$ cat src/design/wcp_pkg.sv
// Constants, opcodes and register map of the while counter predicate generator
package wcp_pkg;
  // Comparison variants
  typedef enum logic [1:0] {
    OP_UNSIGNED_LOWER = 2'b00,
    OP_UNSIGNED_LOWER_SAME = 2'b01,
    OP_SIGNED_LESS = 2'b10
  } wcp_op_t;

  localparam int unsigned SCALAR_W = 64;
  localparam int unsigned BYTE_BITS = 8;
  localparam int unsigned DEFAULT_VL_BITS = 512;
  localparam logic DEST_PREFIX = 1'b1;
  localparam logic INVERT_SENSE = 1'b0;
  localparam int unsigned ENC_W = 16;
  localparam int unsigned ENC_INV_BIT = 15;

  // Register map
  localparam int unsigned AXI_ADDR_W = 4;
  localparam logic [AXI_ADDR_W-1:0] OFS_CTRL = 4'h0;
  localparam logic [AXI_ADDR_W-1:0] OFS_STATUS = 4'h4;
  localparam int unsigned CTRL_W = 3;
  localparam int unsigned CTRL_FEAT_BIT = 0;
  localparam int unsigned CTRL_STREAM_BIT = 1;
  localparam int unsigned CTRL_DIT_BIT = 2;
  localparam logic [CTRL_W-1:0] CTRL_RST = 3'h3;
  localparam int unsigned ST_FLAG_LSB = 28;
  localparam logic [1:0] RESP_OKAY = 2'h0;
  localparam logic [1:0] RESP_SLVERR = 2'h2;
endpackage

$ cat src/design/wcp_while_gen.sv
// While-compare counter predicate generator with AXI4-Lite control registers
//
// How it works
// - Group of two vectors when group field is 0, four when 1.
// - Elements true from lowest while compare holds; false from first failure upward.
// - Full 64-bit compare; first operand steps by one per element, any size.
// - Unsigned lower-or-same keeps elements while stepped first <= second.
// - Unsigned lower-or-same with second at all-ones gives all-true predicate.
// - Signed less keeps elements while stepped first < second, two's complement.
// - N=first active, Z=none active, C=not last active, V cleared.
// - Destination is counter predicate 8..15, a 1 prefixed to 3-bit field.
// - Size field 00..11 selects 8<<size bit elements.
// - Predicate length is vector length bits divided by 8.
// - Elements = group multiplier times vector length over element width.
// - Undefined without feature; streaming mode checked before execution.
// - With timing bit set, latency independent of operands and flags.
// - With timing bit set, exception response independent of data and flags.
// - Unsigned lower keeps elements while stepped first < second.
//
// Our own choices: the register offsets and the AXI4-Lite register port.
`timescale 1ns/1ps
module wcp_while_gen
  import wcp_pkg::*;
#(
  parameter int unsigned VL_BITS = DEFAULT_VL_BITS
)(
  input wire logic core_clk,
  input wire logic rst_n,
  input wire logic clkEn,
  input wire logic issueValid,
  input wire logic [1:0] opSel,
  input wire logic [1:0] sizeField,
  input wire logic groupSizeField,
  input wire logic [2:0] counterPredDestField,
  input wire logic [SCALAR_W-1:0] firstScalar,
  input wire logic [SCALAR_W-1:0] secondScalar,
  input wire logic s_axi_awvalid,
  output logic s_axi_awready,
  input wire logic [AXI_ADDR_W-1:0] s_axi_awaddr,
  input wire logic s_axi_wvalid,
  output logic s_axi_wready,
  input wire logic [31:0] s_axi_wdata,
  input wire logic [3:0] s_axi_wstrb,
  output logic s_axi_bvalid,
  input wire logic s_axi_bready,
  output logic [1:0] s_axi_bresp,
  input wire logic s_axi_arvalid,
  output logic s_axi_arready,
  input wire logic [AXI_ADDR_W-1:0] s_axi_araddr,
  output logic s_axi_rvalid,
  input wire logic s_axi_rready,
  output logic [31:0] s_axi_rdata,
  output logic [1:0] s_axi_rresp,
  output logic predWriteEn,
  output logic [3:0] predDestReg,
  output logic [VL_BITS/BYTE_BITS-1:0] predResult,
  output logic flagN,
  output logic flagZ,
  output logic flagC,
  output logic flagV,
  output logic undefFault,
  output logic streamTrap
);
  localparam int unsigned PL_BITS = VL_BITS / BYTE_BITS;
  localparam int unsigned CNT_W = $clog2(VL_BITS / 2) + 1;

  typedef struct packed {
    logic awRdy;
    logic wRdy;
    logic bValid;
    logic [1:0] bResp;
    logic arRdy;
    logic rValid;
    logic [31:0] rData;
    logic [1:0] rResp;
    logic [CTRL_W-1:0] ctrl;
    logic predWe;
    logic [3:0] dest;
    logic [PL_BITS-1:0] pred;
    logic fN;
    logic fZ;
    logic fC;
    logic fV;
    logic undef;
    logic trap;
    logic [CNT_W-1:0] lastCnt;
  } wcp_state_t;

  wcp_state_t q;
  wcp_state_t d;

  logic [SCALAR_W-1:0] diff;
  logic [SCALAR_W-1:0] runLen;
  logic [SCALAR_W-1:0] elems;
  logic firstPass;
  logic allTrue;
  logic [CNT_W-1:0] count;
  logic [SCALAR_W-1:0] encWord;
  logic [PL_BITS-1:0] encPred;
  logic [31:0] statusWord;

  // One adder and comparator path, no early exit: latency is fixed
  always_comb
  begin
    // Elements per group, from vector length, size and group multiplier
    elems = SCALAR_W'(PL_BITS >> sizeField) << (32'(groupSizeField) + 1);
    diff = secondScalar - firstScalar;
    allTrue = 1'b0;
    case (wcp_op_t'(opSel))
      OP_UNSIGNED_LOWER:
      begin
        firstPass = firstScalar < secondScalar;
        runLen = diff;
      end
      OP_UNSIGNED_LOWER_SAME:
      begin
        firstPass = firstScalar <= secondScalar;
        runLen = diff + SCALAR_W'(1);
        // Stepped value wraps and still passes, so never fails
        allTrue = &secondScalar;
      end
      OP_SIGNED_LESS:
      begin
        firstPass = $signed(firstScalar) < $signed(secondScalar);
        runLen = diff;
      end
      default:
      begin
        firstPass = 1'b0;
        runLen = '0;
      end
    endcase
    // Leading run of passing elements, cut at the group size
    if (allTrue)
      count = CNT_W'(elems);
    else if (!firstPass)
      count = '0;
    else if (runLen >= elems)
      count = CNT_W'(elems);
    else
      count = CNT_W'(runLen);
    // Size marker below the count field, invert sense on top
    encWord = (SCALAR_W'(count) << (32'(sizeField) + 1)) | (SCALAR_W'(1) << sizeField);
    encPred = '0;
    if (count != '0)
    begin
      encPred[ENC_INV_BIT-1:0] = encWord[ENC_INV_BIT-1:0];
      encPred[ENC_INV_BIT] = INVERT_SENSE;
    end
    statusWord = 32'(q.lastCnt);
    statusWord[ST_FLAG_LSB +: 4] = {q.fN, q.fZ, q.fC, q.fV};
  end

  always_comb
  begin
    d = q;
    d.predWe = 1'b0;
    d.undef = 1'b0;
    d.trap = 1'b0;
    if (issueValid)
    begin
      // Feature check ranks above the streaming check
      if (!q.ctrl[CTRL_FEAT_BIT])
        d.undef = 1'b1;
      else if (!q.ctrl[CTRL_STREAM_BIT])
        d.trap = 1'b1;
      else
      begin
        // Same single cycle for every operand and flag value
        d.predWe = 1'b1;
        d.dest = {DEST_PREFIX, counterPredDestField};
        d.pred = encPred;
        d.fN = count != '0;
        d.fZ = count == '0;
        d.fC = count != CNT_W'(elems);
        d.fV = 1'b0;
        d.lastCnt = count;
      end
    end
    // Write channel: address and data taken together
    if (q.awRdy)
    begin
      d.awRdy = 1'b0;
      d.wRdy = 1'b0;
      d.bValid = 1'b1;
      d.bResp = RESP_OKAY;
      if (s_axi_awaddr == OFS_CTRL)
      begin
        if (s_axi_wstrb[0])
          d.ctrl = s_axi_wdata[CTRL_W-1:0];
      end
      else if (s_axi_awaddr != OFS_STATUS)
        d.bResp = RESP_SLVERR;
    end
    else if (!q.bValid && s_axi_awvalid && s_axi_wvalid)
    begin
      d.awRdy = 1'b1;
      d.wRdy = 1'b1;
    end
    if (q.bValid && s_axi_bready)
      d.bValid = 1'b0;
    // Read channel
    if (q.arRdy)
    begin
      d.arRdy = 1'b0;
      d.rValid = 1'b1;
      d.rResp = RESP_OKAY;
      if (s_axi_araddr == OFS_CTRL)
        d.rData = 32'(q.ctrl);
      else if (s_axi_araddr == OFS_STATUS)
        d.rData = statusWord;
      else
      begin
        d.rData = '0;
        d.rResp = RESP_SLVERR;
      end
    end
    else if (!q.rValid && s_axi_arvalid)
      d.arRdy = 1'b1;
    if (q.rValid && s_axi_rready)
      d.rValid = 1'b0;
  end

  always_ff @(posedge core_clk)
  begin
    if (!rst_n)
    begin
      q <= '0;
      q.ctrl <= CTRL_RST;
    end
    else if (clkEn)
      q <= d;
  end

  // Every output straight from the state register
  assign s_axi_awready = q.awRdy;
  assign s_axi_wready = q.wRdy;
  assign s_axi_bvalid = q.bValid;
  assign s_axi_bresp = q.bResp;
  assign s_axi_arready = q.arRdy;
  assign s_axi_rvalid = q.rValid;
  assign s_axi_rdata = q.rData;
  assign s_axi_rresp = q.rResp;
  assign predWriteEn = q.predWe;
  assign predDestReg = q.dest;
  assign predResult = q.pred;
  assign flagN = q.fN;
  assign flagZ = q.fZ;
  assign flagC = q.fC;
  assign flagV = q.fV;
  assign undefFault = q.undef;
  assign streamTrap = q.trap;

  logic acc;
  assign acc = issueValid && clkEn && q.ctrl[CTRL_FEAT_BIT] && q.ctrl[CTRL_STREAM_BIT];
endmodule

$ cat config.mk
export PLATFORM = sky130hd
export DESIGN_NAME = wcp_while_gen
export DESIGN_NICKNAME = d
export VERILOG_FILES = /design/src/design/wcp_pkg.sv /design/src/design/wcp_while_gen.sv
export SDC_FILE = /design/constraint.sdc
export NUM_CORES = 1
export LEC_CHECK = 0
export ABC_AREA = 1
export BUFFER_PORTS_ARGS = -buffer_cell sky130_fd_sc_hd__buf_4
export CORE_UTILIZATION = 50
export DETAILED_ROUTE_END_ITERATION = 12
export GPL_TIMING_DRIVEN = 1
export PLACE_DENSITY = 0.76
export SYNTH_ARGS = -nofsm -noshare
export SYNTH_HDL_FRONTEND = slang
export SYNTH_SLANG_ARGS = --single-unit
$ cat constraint.sdc
create_clock -name core_clk -period 4.53 [get_ports core_clk]
set_clock_uncertainty 0.2 [all_clocks]
set_input_delay 0.453 -clock core_clk [delete_from_list [all_inputs] [get_ports core_clk]]
set_output_delay 0.453 -clock core_clk [all_outputs]
set_load 0.02 [all_outputs]
# Word-level counts from Yosys, hierarchy flattened
# Cells that the tools add are included.
# word_totals
register_bits,79
in_bits,189
output_inout_bits,116
elab_cells,88
# classes
n_addsub,4
magnitude_cmp,4
n_eq_ne,5
shift,4
n_mux,28
n_bitwise,1
n_reduce_logical,24
# op_table
cell,count
2-to-1 mux 73 bit,2
less-than comparator 64 bit,2
case mux 64 bit (2 select lines),1
2-to-1 mux 84 bit,1
"adder 64 x 1 -> 64 bit, second input constant",1
>= comparator 64 bit,1
<= comparator 64 bit,1
2-to-1 mux 32 bit,2
AND reduction 64 bit,1
<< shifter 64 x 2 -> 64 bit,1
"right shift 7 x 2 -> 64 bit, first input constant",1
subtractor 64 bit,1
2-to-1 mux 9 bit,4
2-to-1 mux 35 bit,1
2-to-1 mux 15 bit,1
OR 15 bit,1
"<< shifter 1 x 2 -> 15 bit, first input constant",1
<< shifter 9 x 3 -> 15 bit,1
2-to-1 mux 2 bit,6
2-to-1 mux 10 bit,1
AND reduction 2 bit,5
zero test 9 bit,1
inequality test 9 bit,1
nonzero test 9 bit,1
16 further kinds,31

# Logic depth before layout (Yosys ltp)
# Gate-level depths: netlist of the first run.
# depth
depth_word,13
depth_mapped,43
mapped_depth_nobuf,43

# Worst setup path before layout of the first run
# No wires, ideal clock.
# synth_timing
path_type,input to register
from,in secondScalar[0]
to,reg q (netlist bit predResult[2])
setup_time_ns,0.132
t_arrival_ns,4.615
required_time_ns,4.198
path_slack_ns,-0.417
cell_stages,39
path_buffers,1
path_cell_list,inv_1 -> ha_1 -> inv_1 -> fa_1 -> nand2_1 -> nand2_1 -> nand3_1 -> nand2_1 -> nand2_1 -> nand2_1 -> nor2_1 -> nand2_1 -> nor2_1 -> xor2_1 -> nand2_1 -> inv_1 -> ha_1 -> nand2_1 -> [3 not listed] -> nand3_1 -> nand2_1 -> nor2_1 -> nand3_1 -> nor2_1 -> nand2_1 -> nor2_1 -> nand3_1 -> nor2_1 -> nand3_1 -> o21ai_2 -> buf_6 -> nand3_1 -> nand3_2 -> nand2_1 -> nand3b_2 -> nand3_1 -> a21oi_1
# synth_between
elab_chain_cells,10
elab_cells_between_ends,17
classes_between,add/sub (2); order compare (4); shift (1); mux (7); bitwise (1); reduce/logical (2)
# synth_lines
item,line_no,rtl
start: declaration,wcp_while_gen.sv:36,"input wire logic [SCALAR_W-1:0] secondScalar,"
subtractor 64 bit,wcp_while_gen.sv:107,diff = secondScalar - firstScalar;
adder 64 x 1 -> 64 bit,wcp_while_gen.sv:118,runLen = diff + SCALAR_W'(1);
case mux 64 bit (2 select lines),wcp_while_gen.sv:109,case (wcp_op_t'(opSel))
>= comparator 64 bit,wcp_while_gen.sv:138,else if (runLen >= elems)
2-to-1 mux 9 bit,wcp_while_gen.sv:138,
2-to-1 mux 9 bit,wcp_while_gen.sv:136,else if (!firstPass)
2-to-1 mux 9 bit (*),wcp_while_gen.sv:134,if (allTrue)
<< shifter 9 x 3 -> 15 bit,wcp_while_gen.sv:143,encWord = (SCALAR_W'(count) << (32'(sizeField) + 1)) | (SCALAR_W'(1) << sizeField);
OR 15 bit,wcp_while_gen.sv:143,
2-to-1 mux 15 bit (*),wcp_while_gen.sv:145,if (count != '0)
end: declaration,wcp_while_gen.sv:89,wcp_state_t q;
# Mark *: on every way between the ends. The rest lies on a longest branch, timed or not.
# A chain may end at the register's enable or synchronous reset.

# Worst setup path in the final report of the first run
# layout_timing
from,in secondScalar[0]
to,reg q (netlist bit predResult[5])
# The elaborated chain is that of the path after synthesis.

==> qor.csv, run 1 <==
stage,metric,value,unit
setup_path,start_kind,primary input,
yosys,yosysMostFrequentCell,nand2_1,
placement,port-buffer-count,200,
clock_network,tritoncts,done,
placement,gp_congestion,1.00,
yosys,ys_top_cells_by_area,"nand2_1, inv_1, ha_1, nand3_1, dfxtp_1",
flow_run,maxCapViolations,0,
timing,hold_viol,0,
timing,relSlewSlack,0.458,
die,num_io_pins,305,
placement,dp_cells,3982,
detailed_routing,route.detailed.drc,0,
yosys,synth_edf_count,0,
setup_path,crit-reg2reg-launch,q[84],
yosys,postSynthAreaPerCell,5.14,um2
setup_path,crit_path_max_fanout,5,
yosys,seq_area_frac_synth,0.0737,
pwr,comb_power_share,0.754,
detailed_routing,drt_iter0_markers,1996,
yosys,synth.largest_area_cell,nand2_1,
yosys,yosys_warnings,0,
cells_and_area,nNetsFinal,3949,
cells_and_area,multiInputGateArea,11800,um2
grt,grt_max_degree,40,
yosys,synth_common_cells,"nand2_1, inv_1, nor2_1",
yosys,yosys.area.top_type_share,0.261,
timing,tightest_slew,0.813,ns
setup_path,end_kind,register,
run_status,outcome,"complete, but fails checks",
timing,slew_viol_final,0,
grt,grt_pass1_vias,20000,
yosys,synth_cells,2957,
die,die_h,176,um
timing,finalSetupViolCount,27,
setup_path,startpoint,secondScalar[0],
clock_network,ctsHtreeMaxLevel,2,
run_status,violations,setup timing,
setup_path,critPathKind,in -> reg,
yosys,ys_types,50,
clock_network,clk_pin_slew,0.08,ns
detailed_routing,drt_pass1_iterations,10,
clock_network,cts-root-buf,clkbuf_16,
pwr,power.share.clock,0.107,
timing,fmax,0.185,GHz
yosys,synth_seq_cells,56,
die,rows,63,
clock_network,clkSinkCount,56,
die,coreArea,29800,um2
timing,final.min_clock_period,5.42,ns
die,dieArea,31100,um2
grt,antenna_found_initial,1,
clock_network,clock_latency,0.30,ns
pwr,ir_drop,0.183,mV
pwr,power.density,179,nW/um2
clock_network,clock_path_buffers,2,
detailed_routing,drt_wl_total,67000,um
pwr,leakagePower,12.6,nW
placement,dp_hpwl,55000,um
cells_and_area,drive_gt1_frac,0.278,
setup_path,cpPeakStageDelay,0.58,ns
timing,worst_slack,-0.890,ns
pwr,swShare,0.502,
hold_path,min-delay-start,s_axi_bready,
grt,overflow,0,
pwr,pwr-share-seq,0.138,
yosys,synthFlopType,dfxtp_1,
setup_path,arrival,5.46,ns
cells_and_area,nFillCells,2580,
detailed_routing,via_count,21100,
pwr,p_int,0.00190,W
grt,grt_pass1_wl,99900,um
detailed_routing,ant_nets,0,
detailed_routing,viasPerCell,5.25,
cells_and_area,final_cells,4011,
yosys,async_reset_ff_frac,0,
yosys,syn-cell-area,15200,um2
setup_path,cp_slowest_cell,fa_2,
timing,finalCritPeriodShare,1.20,
hold_path,min_path_type,in -> reg,
setup_path,cp_common_cell,nand2_1,
cells_and_area,regArea,1120,um2
pwr,power,0.00380,W
cells_and_area,syn2layout_area_growth,40.0,%
timing,rsz0062_at_grt,true,
die,initial_core_util,0.511,
clock_network,holdBufCountCts,0,
grt,grt_usage,0.407,
clock_network,cts_buffers,5,
pwr,power.switching,0.00191,W
die,die-width,176,um
detailed_routing,drt-wirelength-per-cell,16.7,um
setup_path,required,4.57,ns
worst max-delay path, delay by kind of cell:
family | cells | cell delay (ns)
and+or+nand+nor | 24 | 2.32
adders and majority gates | 3 | 0.94
AOI/OAI and AO/OA | 5 | 0.95
buffers and inverters | 9 | 0.76
area by class of cell:
class | instances | area share
repair buffers | 714 | 0.255
flip-flops and latches | 56 | 0.0526
multi-input cells | 2244 | 0.556
clock buffers | 5 | 0.00588
diodes | 1 | 0.000118
well taps | 390 | 0.0229
inverters | 598 | 0.106
clock inverters | 3 | 0.00129
worst paths after layout:
path | end | slack, ns | cells after the start
hold / removal | s_axi_bvalid | 0.15 | 2
hold reg to reg | s_axi_rdata[5] | 0.27 | 2
setup / recovery | predResult[5] | -0.89 | 41
setup reg to reg | predResult[1] | 2.01 | 7
flip-flops by register name (all words and copies together), names as in the netlist:
name           count
streamTrap         1
s_axi_awready      1
predWriteEn        1
flagZ              1
predDestReg        4
s_axi_bvalid       1
q                 12
s_axi_bresp        1
s_axi_wready       1
predResult        15
s_axi_rdata       12
s_axi_rvalid       1
flagN              1
undefFault         1
s_axi_rresp        1
s_axi_arready      1
flagC              1
cells by family after synthesis:
group	share of synthesized area
AOI/OAI and AO/OA	0.0776
xor gates and xnor gates	0.00806
adders and majority gates	0.116
buffers and inverters	0.207
DFF	0.0737
other	0.000494
and+or+nand+nor	0.517
per-layer routing:
| metal | wire [um] | vias to the layer above | GRT usage |
|---|---|---|---|
| met2 | 31200 | 1011 | 0.731 |
| li1 | - | 10200 | - |
| met4 | 4470 | 0 | 0.213 |
| met1 | 25900 | 9541 | 0.472 |
| met5 | 0 | - | 0 |
| met3 | 5440 | 273 | 0.0467 |
through the flow:
stage          hold WS, ns  utilization  setup WS, ns  area, um2  setup TNS (ns)
3_5_place_dp         0.256        0.685        -0.964      20400          -22.73
3_3_place_gp         0.243        0.685        -0.844      20400          -19.62
4_1_cts              0.154        0.703        -0.451      20900           -9.81
2_1_floorplan        0.225            -        -0.276      15600           -4.13
6_report             0.149        0.715        -0.890      21300          -20.34
5_1_grt              0.159        0.715         -1.18      21300          -26.65
cells in the final DEF (no fill, tap or decap), drive strengths merged, types with 3 or more instances in the layout:
| cell | n |
|---|---|
| o21a | 5 |
| and2 | 9 |
| nor2 | 318 |
| a21oi | 123 |
| nor3 | 21 |
| nor4 | 20 |
| o211ai | 7 |
| inv | 592 |
| clkbuf | 5 |
| clkinv | 8 |
| a31oi | 3 |
| xor2 | 13 |
| conb | 74 |
| o21ai | 62 |
| nand2 | 1106 |
| dfxtp | 56 |
| nand3 | 251 |
| ha | 140 |
| nand3b | 12 |
| buf | 714 |
| nand4 | 58 |
| a211oi | 3 |
| o21bai | 6 |
timing repair:
action | CTS | global route
endpoints found under the setup margin | 27 | 27
pin swaps | 42 | 50
gates resized for setup | 64 | 71
buffers inserted | 11 | 11
power by group through the flow:
stage                     logic, W  clock network [W]  registers, W
after floorplan            0.00144                  0      0.000539
after global placement     0.00255                  0      0.000535
after detailed placement   0.00261                  0      0.000537
after CTS                  0.00270           0.000404      0.000525
after global routing       0.00310           0.000426      0.000528
final                      0.00287           0.000409      0.000526
Power figures use the tool's default switching activity.
==> run 2: changes to the inputs <==
Settings changed: SKIP_LAST_GASP set to 1.
==> qor.csv, run 2 (synthesis results as in run 1) <==
stage,metric,value,unit
hold_path,min_path_type,in -> reg,
clock_network,tritoncts,done,
setup_path,cp_common_cell,nand2_1,
detailed_routing,drt_iter0_markers,1996,
clock_network,clkSinkCount,56,
cells_and_area,syn2layout_area_growth,40.0,%
cells_and_area,final_common_cell,nand2_1,
detailed_routing,drt-wirelength-per-cell,16.7,um
timing,hold_viol,0,
pwr,power.density,179,nW/um2
die,rows,63,
cells_and_area,final_cell_mix,"nand2_1, buf_4, inv_1",
pwr,power,0.00380,W
grt,antenna_found_initial,1,
detailed_routing,drt_pass1_iterations,10,
grt,grt_pass1_wl,99900,um
cells_and_area,largest_reg_flops,15,
pwr,ir_drop,0.183,mV
timing,rsz0062_at_grt,true,
setup_path,reg2reg_depth,7,
pwr,leakagePower,12.6,nW
clock_network,cts_buffers,5,
timing,worst_slack,-0.890,ns
clock_network,clk_pin_slew,0.08,ns
hold_path,hold_depth,2,
flow_run,maxCapViolations,0,
cells_and_area,nNetsFinal,3949,
timing,fin_setup_tns,-20.34,ns
die,num_io_pins,305,
die,dieArea,31100,um2
run_status,violations,setup timing,
timing,final.min_clock_period,5.42,ns
setup_path,cp_slowest_cell,fa_2,
setup_path,required,4.57,ns
grt,grt_pass1_vias,20000,
placement,dp_hpwl,55000,um
grt,overflow,0,
detailed_routing,route.detailed.drc,0,
grt,grt_usage,0.407,
die,initial_core_util,0.511,
timing,tightest_slew,0.813,ns
setup_path,start_kind,primary input,
placement,gp_congestion,1.00,
clock_network,clock_latency,0.30,ns
run_status,outcome,"complete, but fails checks",
detailed_routing,drt_wl_total,67000,um
detailed_routing,via_count,21100,
setup_path,arrival,5.46,ns
placement,port-buffer-count,200,
die,die-width,176,um
setup_path,cpPeakStageDelay,0.58,ns
setup_path,critPathKind,in -> reg,
die,die_h,176,um
cells_and_area,drive_gt1_frac,0.278,
timing,relSlewSlack,0.458,
clock_network,clock_path_buffers,2,
setup_path,end_kind,register,
die,coreArea,29800,um2
detailed_routing,ant_nets,0,
detailed_routing,viasPerCell,5.25,
timing,fmax,0.185,GHz
timing,finalCritPeriodShare,1.20,
timing,slew_viol_final,0,
clock_network,cts-root-buf,clkbuf_16,
grt,grt_max_degree,40,
clock_network,ctsHtreeMaxLevel,2,
timing,finalSetupViolCount,27,
setup_path,crit_path_max_fanout,5,
==> run 2: cell counts in the layout (fill, tap and decap cells not counted) <==
No cell type changed its count.
==> run 2: final timing paths <==
kind,from,to,slack [ns]
worst max-delay path,secondScalar[0],predResult[5],-0.89
worst min-delay path,s_axi_bready,s_axi_bvalid,0.15
worst max register to register,q[84],predResult[1],2.01
worst min register to register,q[5],s_axi_rdata[5],0.27
==> run 2: power by group <==
group | internal (W) | switching, W
Combinational | 0.00117 | 0.00170
Clock | 0.000211 | 0.000198
Sequential | 0.000512 | 0.0000142
==> run 2: worst max-delay path, delay by kind of cell <==
kind	cells	cell delay, ns
compound gates	5	0.95
fa+ha+maj	3	0.94
buf+inv	9	0.76
simple gates	24	2.32
==> run 2: what timing repair did <==
action / in CTS / in global routing
hold buffers: 0 / 0
pin swaps: 42 / 50
setup buffers: 11 / 11
setup endpoints to repair: 27 / 27
gates resized for setup: 64 / 71
hold endpoints to repair: 0 / 0
==> run 2: cell type report <==
cell class	instances	area [um2]
Sequential cell	56	1120
Timing Repair Buffer	714	5430
Fill cell	2580	8500
Tap cell	390	488
Clock buffer	5	125
Antenna cell	1	2.50
Clock inverter	3	27.5
Multi-Input combinational cell	2244	11800
Inverter	598	2270
==> run 2: metrics by stage <==
step	worst slack (ns)	std cells	cell area [um2]	util	hold slack, ns
after floorplan	-0.276	3029	15600	-	0.225
after global placement	-0.844	3982	20400	0.685	0.243
after detailed placement	-0.964	3982	20400	0.685	0.256
after CTS	-0.451	4000	20900	0.703	0.154
after global routing	-1.18	4010	21300	0.715	0.159
final	-0.890	4011	21300	0.715	0.149
==> run 2: routing by layer <==
metal | vias to the layer above | GRT usage | share of wire
met5 | - | 0 | 0
met4 | 0 | 0.213 | 0.067
met3 | 273 | 0.0467 | 0.081
met2 | 1011 | 0.731 | 0.47
met1 | 9541 | 0.472 | 0.39
li1 | 10200 | - | -
